<file path="src/pkg/dbs_pkg.sv">
/*
 * dbs_pkg: constants and carrier types of the double-rate burst memory.
 * assumes one clock; each cycle carries two beats (true and complement edge).
 */
package dbs_pkg;
    // word and array geometry
    localparam int DBS_WORD_W = 18;
    localparam int DBS_ADDR_W = 6;
    localparam int DBS_BURST_LEN = 4;
    localparam int DBS_BURST_SHIFT = 2;
    localparam int DBS_MEM_DEPTH = (1 << DBS_ADDR_W) * DBS_BURST_LEN;
    localparam int DBS_MEM_AW = DBS_ADDR_W + DBS_BURST_SHIFT;
    // burst word offsets inside one address
    localparam logic [1:0] DBS_W0 = 2'h0;
    localparam logic [1:0] DBS_W1 = 2'h1;
    localparam logic [1:0] DBS_W2 = 2'h2;
    localparam logic [1:0] DBS_W3 = 2'h3;
    // address slot phase: read slot first after reset
    localparam logic DBS_PH_RD = 1'b0;
    localparam logic DBS_PH_WR = 1'b1;
    localparam logic DBS_ECHO_RST = 1'b0;

    // one beat of data with its valid bit
    typedef struct packed {
        logic valid;
        logic [DBS_WORD_W-1:0] data;
    } dbs_beat_s;

    // the two beats of one cycle: true edge first, complement edge second
    typedef struct packed {
        dbs_beat_s k;
        dbs_beat_s kb;
    } dbs_pair_s;

    // pins sampled from the controller
    typedef struct packed {
        logic [DBS_ADDR_W-1:0] addr;
        logic rd_sel_n;
        logic wr_sel_n;
        logic [DBS_WORD_W-1:0] d_k;
        logic [DBS_WORD_W-1:0] d_kb;
        logic pll_bypass_select;
    } dbs_pins_s;

    localparam dbs_pins_s DBS_PINS_RST = '{default: '0, rd_sel_n: 1'b1, wr_sel_n: 1'b1};
    localparam dbs_pair_s DBS_PAIR_RST = '0;

    typedef enum logic [1:0] {
        DBS_RS_IDLE = 2'b00,
        DBS_RS_LO = 2'b01,
        DBS_RS_HI = 2'b10
    } dbs_rstate_e;
endpackage

</file>
<file path="src/design/dbs_sram_core.sv">
/*
 * dbs_sram_core: burst memory with separate read and write data ports,
 * a shared address bus, four-word bursts and two beats per cycle.
 * assumes the controller runs on i_clk and aligns reads and writes to the
 * alternating address slots, the read slot being first after reset.
 */
`timescale 1ns/1ps
`default_nettype none
// Contract
// - addresses alternate read then write slots
// - each address moves four sequential words
// - data moves on both clock edges
// - only rising edges sample inputs
// - bypass high gives 2.5 cycle latency
// - bypass low gives one cycle latency
// - read and write run independently, concurrently
// - separate independent read and write selects
// - inputs registered before touching state
// - read data driven from output registers
// - writes self-timed on chip
// - valid flag marks read data present
// - echo clocks aligned with read data
// - read after write returns newest data
module dbs_sram_core
    import dbs_pkg::*;
(
    // clock, reset, enable
    input wire logic i_clk,
    input wire logic i_rst_n,
    input wire logic i_ce,
    // controller pins
    input wire logic [DBS_ADDR_W-1:0] i_addr,
    input wire logic i_rd_sel_n,
    input wire logic i_wr_sel_n,
    input wire logic [DBS_WORD_W-1:0] i_d_k,
    input wire logic [DBS_WORD_W-1:0] i_d_kb,
    input wire logic i_pll_bypass_select,
    // read port
    output logic [DBS_WORD_W-1:0] o_q_k,
    output logic [DBS_WORD_W-1:0] o_q_kb,
    output logic [1:0] o_output_valid_flag,
    output logic [1:0] o_echo_timing_out
);
    dbs_pins_s pin_raw;
    dbs_pins_s sync1_reg, sync1_next, sync2_reg, sync2_next;
    logic phase_reg, phase_next;
    dbs_rstate_e rs_reg, rs_next;
    logic [DBS_ADDR_W-1:0] rd_addr_reg, rd_addr_next, wr_addr_reg, wr_addr_next;
    logic wr_hi_reg, wr_hi_next;
    logic [DBS_WORD_W-1:0] wr_d_k_reg, wr_d_k_next, wr_d_kb_reg, wr_d_kb_next;
    dbs_pair_s fetch;
    dbs_pair_s p1_reg, p1_next, out_reg, out_next;
    dbs_beat_s hold_reg, hold_next;
    logic echo_reg, echo_next;
    logic rd_take, wr_take;
    logic [DBS_WORD_W-1:0] mem [0:DBS_MEM_DEPTH-1];

    // word address inside the array for one burst slot
    function automatic logic [DBS_MEM_AW-1:0] dbs_word_addr(
        input logic [DBS_ADDR_W-1:0] a, input logic [1:0] w);
        dbs_word_addr = {a, w};
    endfunction

    assign pin_raw = '{addr: i_addr, rd_sel_n: i_rd_sel_n, wr_sel_n: i_wr_sel_n,
                       d_k: i_d_k, d_kb: i_d_kb, pll_bypass_select: i_pll_bypass_select};

    // two-stage input capture; stage one feeds only stage two
    always_comb begin
        sync1_next = i_ce ? pin_raw : sync1_reg;
        sync2_next = i_ce ? sync1_reg : sync2_reg;
    end
    always_ff @(posedge i_clk) begin
        if (!i_rst_n) begin
            sync1_reg <= DBS_PINS_RST;
            sync2_reg <= DBS_PINS_RST;
        end else begin
            sync1_reg <= sync1_next;
            sync2_reg <= sync2_next;
        end
    end

    // slot decode: each select acts only in its own slot
    assign rd_take = i_ce && phase_reg == DBS_PH_RD && !sync2_reg.rd_sel_n;
    assign wr_take = i_ce && phase_reg == DBS_PH_WR && !sync2_reg.wr_sel_n;

    // address slot phase and read fetch sequencer
    always_comb begin
        phase_next = phase_reg;
        rs_next = rs_reg;
        rd_addr_next = rd_addr_reg;
        if (i_ce) begin
            phase_next = ~phase_reg;
            unique case (rs_reg)
                DBS_RS_IDLE: rs_next = DBS_RS_IDLE;
                DBS_RS_LO: rs_next = DBS_RS_HI;
                DBS_RS_HI: rs_next = DBS_RS_IDLE;
                default: rs_next = DBS_RS_IDLE;
            endcase
            if (rd_take) begin
                rs_next = DBS_RS_LO;
                rd_addr_next = sync2_reg.addr;
            end
        end
    end
    always_ff @(posedge i_clk) begin
        if (!i_rst_n) begin
            phase_reg <= DBS_PH_RD;
            rs_reg <= DBS_RS_IDLE;
            rd_addr_reg <= '0;
        end else begin
            phase_reg <= phase_next;
            rs_reg <= rs_next;
            rd_addr_reg <= rd_addr_next;
        end
    end

    // write sequencer: words 0,1 land with the address, 2,3 one cycle later
    always_comb begin
        wr_hi_next = wr_hi_reg;
        wr_addr_next = wr_addr_reg;
        wr_d_k_next = wr_d_k_reg;
        wr_d_kb_next = wr_d_kb_reg;
        if (i_ce) begin
            wr_hi_next = wr_take;
            if (wr_take) begin
                wr_addr_next = sync2_reg.addr;
            end
            wr_d_k_next = sync2_reg.d_k;
            wr_d_kb_next = sync2_reg.d_kb;
        end
    end
    always_ff @(posedge i_clk) begin
        if (!i_rst_n) begin
            wr_hi_reg <= 1'b0;
            wr_addr_reg <= '0;
            wr_d_k_reg <= '0;
            wr_d_kb_reg <= '0;
        end else begin
            wr_hi_reg <= wr_hi_next;
            wr_addr_reg <= wr_addr_next;
            wr_d_k_reg <= wr_d_k_next;
            wr_d_kb_reg <= wr_d_kb_next;
        end
    end

    // array writes; no strobe timing asked of the controller
    always_ff @(posedge i_clk) begin
        if (i_rst_n && wr_take) begin
            mem[dbs_word_addr(sync2_reg.addr, DBS_W0)] <= sync2_reg.d_k;
            mem[dbs_word_addr(sync2_reg.addr, DBS_W1)] <= sync2_reg.d_kb;
        end
        if (i_rst_n && i_ce && wr_hi_reg) begin
            mem[dbs_word_addr(wr_addr_reg, DBS_W2)] <= sync2_reg.d_k;
            mem[dbs_word_addr(wr_addr_reg, DBS_W3)] <= sync2_reg.d_kb;
        end
    end

    // fetch reads the array after the write slot has committed, so a
    // read issued after a write always sees it without a bypass path
    always_comb begin
        fetch = DBS_PAIR_RST;
        unique case (rs_reg)
            DBS_RS_IDLE: fetch = DBS_PAIR_RST;
            DBS_RS_LO: begin
                fetch.k = '{valid: 1'b1, data: mem[dbs_word_addr(rd_addr_reg, DBS_W0)]};
                fetch.kb = '{valid: 1'b1, data: mem[dbs_word_addr(rd_addr_reg, DBS_W1)]};
            end
            DBS_RS_HI: begin
                fetch.k = '{valid: 1'b1, data: mem[dbs_word_addr(rd_addr_reg, DBS_W2)]};
                fetch.kb = '{valid: 1'b1, data: mem[dbs_word_addr(rd_addr_reg, DBS_W3)]};
            end
            default: fetch = DBS_PAIR_RST;
        endcase
    end

    // output stage; bypass high slides the stream by three beats
    always_comb begin
        p1_next = p1_reg;
        hold_next = hold_reg;
        out_next = out_reg;
        echo_next = echo_reg;
        if (i_ce) begin
            p1_next = fetch;
            hold_next = p1_reg.kb;
            echo_next = ~echo_reg;
            if (sync2_reg.pll_bypass_select) begin
                out_next.k = hold_reg;
                out_next.kb = p1_reg.k;
            end else begin
                out_next = fetch;
            end
        end
    end
    always_ff @(posedge i_clk) begin
        if (!i_rst_n) begin
            p1_reg <= DBS_PAIR_RST;
            hold_reg <= DBS_PAIR_RST.k;
            out_reg <= DBS_PAIR_RST;
            echo_reg <= DBS_ECHO_RST;
        end else begin
            p1_reg <= p1_next;
            hold_reg <= hold_next;
            out_reg <= out_next;
            echo_reg <= echo_next;
        end
    end

    // outputs straight from registers, except the complement echo bit, which passes through an inverter
    assign o_q_k = out_reg.k.data;
    assign o_q_kb = out_reg.kb.data;
    assign o_output_valid_flag = {out_reg.k.valid, out_reg.kb.valid};
    assign o_echo_timing_out = {echo_reg, ~echo_reg};

    a_phase_toggles: assert property (@(posedge i_clk) disable iff (!i_rst_n)
        i_ce |=> phase_reg != $past(phase_reg))
        else $error("address slot phase did not alternate");
    a_read_only_rdslot: assert property (@(posedge i_clk) disable iff (!i_rst_n)
        (i_ce && phase_reg == DBS_PH_WR && rs_reg != DBS_RS_LO) |=> rs_reg != DBS_RS_LO)
        else $error("read started in write slot");
    a_burst_hi_follows: assert property (@(posedge i_clk) disable iff (!i_rst_n)
        (i_ce && rs_reg == DBS_RS_LO) |=> rs_reg == DBS_RS_HI)
        else $error("second burst half missing");
    a_write_second_half: assert property (@(posedge i_clk) disable iff (!i_rst_n)
        wr_take |=> wr_hi_reg && wr_addr_reg == $past(sync2_reg.addr))
        else $error("write burst second half not scheduled");
    a_valid_bypass_low: assert property (@(posedge i_clk) disable iff (!i_rst_n)
        (i_ce && rs_reg == DBS_RS_LO && !sync2_reg.pll_bypass_select) |=> o_output_valid_flag == 2'b11)
        else $error("one cycle latency valid missing");
    a_valid_bypass_high: assert property (@(posedge i_clk) disable iff (!i_rst_n)
        (i_ce && rs_reg == DBS_RS_LO && sync2_reg.pll_bypass_select) ##1 i_ce ##1 i_ce
        |=> o_output_valid_flag == 2'b11)
        else $error("late latency valid missing");
    a_valid_clears: assert property (@(posedge i_clk) disable iff (!i_rst_n)
        (i_ce && rs_reg == DBS_RS_IDLE && !hold_reg.valid) |=> !o_output_valid_flag[1])
        else $error("valid set with no read data");
    a_echo_runs: assert property (@(posedge i_clk) disable iff (!i_rst_n)
        i_ce |=> o_echo_timing_out[1] != $past(o_echo_timing_out[1]) && ^o_echo_timing_out)
        else $error("echo clocks not toggling as a pair");
endmodule
`default_nettype wire

</file>
<file path="config.mk">
export PLATFORM = sky130hd
export DESIGN_NAME = dbs_sram_core
export DESIGN_NICKNAME = d
export VERILOG_FILES = /design/src/pkg/dbs_pkg.sv /design/src/design/dbs_sram_core.sv
export SDC_FILE = /design/constraint.sdc
export NUM_CORES = 2
export LEC_CHECK = 0
export CAP_MARGIN = 25
export CORE_AREA = 5 5 697 768
export DETAILED_ROUTE_END_ITERATION = 16
export DIE_AREA = 0 0 702 773
export DONT_BUFFER_PORTS = 1
export PLACE_DENSITY_LB_ADDON = 0.08
export SYNTH_ARGS = -nofsm -noshare
export SYNTH_HDL_FRONTEND = slang
export SYNTH_MEMORY_MAX_BITS = 65536
export SYNTH_SLANG_ARGS = --single-unit
</file>
<file path="constraint.sdc">
create_clock -name i_clk -period 5.2 [get_ports i_clk]
set_input_delay 1.04 -clock i_clk [delete_from_list [all_inputs] [get_ports i_clk]]
set_output_delay 1.04 -clock i_clk [all_outputs]
set_load 0.005 [all_outputs]
</file>
== Word level (Yosys, flattened, before mapping) ==
Memories as Yosys holds them, arrays and structs flattened. A register that Yosys moved wholly into a read port is not among the register bits.
Index checks and enable logic that the tools add are counted.

* Memory bits (writable): 4608
* Bits in read-only memories: 0
* Output and inout bits: 40
* Register bits after elaboration: 202
* Bits in latches: 0
* Memories: 1

{| class="wikitable"
|+ Memory list
! memory !! words !! bits a word !! rd ports !! clocked after memory_dff !! write ports !! line !! RTL
|-
| mem || 256 || 18 || 4 || 4 || 4 || dbs_sram_core.sv:56 || <nowiki>logic [DBS_WORD_W-1:0] mem [0:DBS_MEM_DEPTH-1];</nowiki>
|}

* Reductions and logical operators: 11
* $add $sub $neg: 0
* Multipliers: 0
* Magnitude comparators: 0
* Muxes and demuxes: 16
* Equality and inequality tests: 2
* Shifts and indexed selects: 0
* Bitwise logic cells: 2
* Div/mod/pow operators: 0

{| class="wikitable"
|+ Operators by type and width
! kind !! number
|-
| 38-bit one-hot mux with 2 select lines || 1
|-
| 8-bit 2-to-1 mux || 8
|-
| 38-bit 2-to-1 mux || 1
|-
| 1-bit logical AND || 7
|-
| 1-bit 2-to-1 mux || 4
|-
| 2-bit 2-to-1 mux || 2
|-
| 2-bit AND reduction || 2
|-
| 2-bit by 1-bit equality test with 1-bit output, second input constant || 1
|-
| 2-bit equality test, second input constant || 1
|-
| 1-bit zero test || 2
|-
| 1-bit NOT || 2
|}

== Logic depth before layout (Yosys ltp) ==
* Depth after elaboration: 6
* Gate-level depth with buffers: 13
* Mapped depth without buffers: 9

== Worst setup path before layout ==
OpenSTA, ideal clock, no wires.

* Path kind: input -> register
* Start: input i_rst_n
* End: memory mem[224][0] (enable)
* Arrival time: 4412 ps
* Stages: 6
* Setup slack: 314 ps
* Data required time: 4726 ps
* Cell sequence: clkbuf_1 inv_1 clkbuf_1 nor2_1 nand4_1 nor3_1

{| class="wikitable"
|+ RTL lines
! what !! line !! RTL
|-
| start: declaration || dbs_sram_core.sv:29 || <nowiki>input wire logic i_rst_n,</nowiki>
|-
| end: declaration || dbs_sram_core.sv:56 ||
|}

==> results.cfg <==
[layout]
areaGrowthSynthToFinish_pct = 15.9
multi_input_area_mm2 = 0.0393
layout-drive-gt1-share = 0.257
num-nets-final = 9256
final-seq-area_mm2 = 0.143
final_util = 0.404
largest_register_ffs = 4608
fillers = 46756

[synthesis]
synthTopCellsByArea = edfxtp_1, mux4_2, mux2i_1, dfxtp_1, nor2_1
synth_edf_count = 4608
yosysWarnings = 0
synth_fp_nets = 8649
yosysSeqAreaShare = 0.776
syn_inst = 8599
synth_top_area_share = 0.753
synth.distinct_cells = 61
synth.cell_area_mm2 = 0.184
async_flop_share = 0
synth_area_per_cell_um2 = 21.4
synth_top_cell_by_area = edfxtp_1
synth-main-ff-cell = edfxtp_1
synth_seq_cells = 4815

[worst_setup_path]
path_class = flop to flop
cp_max_fo = 28
cp-start-kind = flop
slowest_delay_ps = 890
slowest_stage = dfxtp_4
worstReg2RegEnd = o_q_k[2]
reg2reg_slack_ps = 420
crit_arrival_ps = 5700
cp_top_family = compound AO/OA/AOI/OAI gates
critical_path_buf_inv_count = 3
cpMostUsedCell = buf_4
cp-end-kind = flop
worstPathRequired_ps = 6110
reg2reg_depth = 10
crit_chain = buf_4, mux4_2, a22oi_1, o211ai_1, buf_4, a31oi_1, a2111oi_2, buf_4, a31oi_1, o21ai_0

[outcome]
status = complete, no violations

[route]
first_iter_violations = 10931
vias_per_cell = 5.58
drt-pass1-iter-count = 5
drcViolationCount = 0
wire_per_inst_um = 37.3
drtAntennaViolNets = 0
vias = 93063
drt-total-wl_um = 623000

[grt]
grt_max_degree = 194
grt_pass1_vias = 93128
grtUsageMet3 = 0.0398
use_met2 = 0.357
busiest_layer = met2
grt_pass1_wl_um = 840000
antenna_found_initial = 59
track_usage = 0.225
grtUsageMet1 = 0.321
grt_overflow_total = 0

[clocking]
ctsResizeCount = 0
cts.clk_slew.worst_paths_ps = 60
cts.sinks = 4815
numCtsBuffers = 528
cts-root-buf = clkbuf_16
worstSkewPairLatency_ps = 1070
clk_path_buf_depth = 4
cts_tree = done
htreeDepth = 6
holdBufCountCts = 2
postCtsSetupBuffers = 0

[die]
io_pins = 88
start_util = 0.349
die_width_um = 702
die_y_um = 773
std_cell_rows = 280
core_area_mm2 = 0.527
die-area_mm2 = 0.543

[sta]
fmax_mhz = 209
rsz0062_at_grt = no
period_share = 0.920
fin_tns_setup_ps = 0
setup_violations = 0
drv_slew = 0
fin_skew_ps = 34.6
hold_viol = 0
period_needed_ps = 4780
slew_headroom = 0.122
tightest_slew_ps = 1320

[min_path]
hold_path_startpoint = i_wr_sel_n
whs_endpoint = sync1_reg[37]
worstHoldPathCells = 2
min_path_type = input pin to flop

[placement]
place.gp.congestion = 0.843
port_buffers = 0
dp_hpwl_um = 379000

[pwr]
leakage_nw = 70.5
ir_drop_mv = 0.341
p_per_area_mw_per_mm2 = 372

[run]
maxCapViolCount = 0
[routing by layer]
metal	vias up	part of all wire	routed length (um)
met5	-	0.000061	38
met4	6	0.030	19000
met3	715	0.066	41300
met2	3428	0.47	293000
met1	51491	0.43	270000
li1	37423	-	-
[layout by cell type, fill, tap and decap left out, drive strengths merged, types with 9 or more instances in the layout]
cell type,n
a2111oi,12
a211oi,36
a21oi,158
a221oi,56
a22o,25
a22oi,121
a31oi,42
a32oi,10
buf,581
bufinv,26
clkbuf,697
clkinv,185
clkinvlp,10
dfxtp,207
diode,22
edfxtp,4608
inv,30
mux2,24
mux2i,675
mux4,975
nand2,209
nand2b,14
nand3,43
nand4,9
nor2,297
nor2b,19
nor3,74
o2111ai,34
o211ai,26
o21ai,144
o221ai,69
o22ai,120
[metrics by stage]
| stage | power [mW] | setup slack (ps) | instance area, um^2 | std cells | hold WS, ps |
|---|---|---|---|---|---|
| finish | 79.2 | 416 | 213000 | 16685 | 103 |
| detailed placement | 44.0 | 475 | 196000 | 15719 | 459 |
| floorplan | 43.5 | 314 | 184000 | 8599 | 432 |
| global route | 81.7 | 484 | 213000 | 16665 | 63.4 |
| CTS | 80.0 | 459 | 213000 | 16658 | 5.07 |
| global placement | 44.0 | 375 | 196000 | 15701 | 456 |
[worst register-to-register path, stage by stage (launching register included)]
cell       delay, ps
dfxtp_4          890
buf_4            650
mux4_2           610
a22oi_1          360
o211ai_1         160
buf_4            250
a31oi_1          480
a2111oi_2        140
buf_4            220
a31oi_1          660
o21ai_0          210
[logic make-up (layout without fill, tap and decap cells)]
| group | count (synthesis) | in the layout | share of synthesized area |
|---|---|---|---|
| buffers and inverters | 517 | 1531 | 0.0167 |
| AO/OA/AOI/OAI | 887 | 887 | 0.0327 |
| multiplexers | 1674 | 1674 | 0.158 |
| adder cells (fa/ha/maj) | 2 | 2 | 0.000136 |
| flip-flops | 4815 | 4815 | 0.776 |
| XOR/XNOR | 2 | 2 | 0.0000954 |
| other | 0 | 22 | 0 |
| AND/OR/NAND/NOR | 702 | 702 | 0.0163 |
[power breakdown]
part | internal, mW | total, mW | switching (mW)
Sequential | 42.3 | 42.4 | 0.181
Clock | 20.7 | 36.0 | 15.3
Combinational | 0.149 | 0.732 | 0.583
[cell type report]
type                            count  area share
Tap cell                         7050      0.0414
Timing Repair Buffer              585      0.0267
Inverter                            9    0.000253
Multi-Input combinational cell   3267       0.184
Sequential cell                  4815       0.670
Clock buffer                      695      0.0673
Clock inverter                    242     0.00940
Antenna cell                       22    0.000259
[cells in the mapped netlist (all sizes together) (10+ instances only)]
| master | instances |
|---|---|
| o2111ai | 34 |
| mux4 | 975 |
| nor2b | 19 |
| clkbuf | 198 |
| nor2 | 297 |
| a22o | 25 |
| o211ai | 26 |
| dfxtp | 207 |
| a21oi | 158 |
| nor3 | 74 |
| a2111oi | 12 |
| mux2 | 24 |
| nand2 | 209 |
| buf | 310 |
| o221ai | 69 |
| nand3 | 43 |
| o21ai | 144 |
| nand2b | 14 |
| o22ai | 120 |
| a32oi | 10 |
| a31oi | 42 |
| a22oi | 121 |
| edfxtp | 4608 |
| mux2i | 675 |
| a221oi | 56 |
| a211oi | 36 |
[worst max-delay path by stage]
stage / startpoint / to / depth (start not counted)
CTS: flop / o_q_kb[7] / 11
global placement: flop / o_q_k[12] / 7
detailed placement: flop / o_q_kb[7] / 11
global route: flop / o_q_k[2] / 10
finish: flop / o_q_k[2] / 10
floorplan: i_rst_n / mem[224][0] / 6
Power figures use the tool's default switching activity.
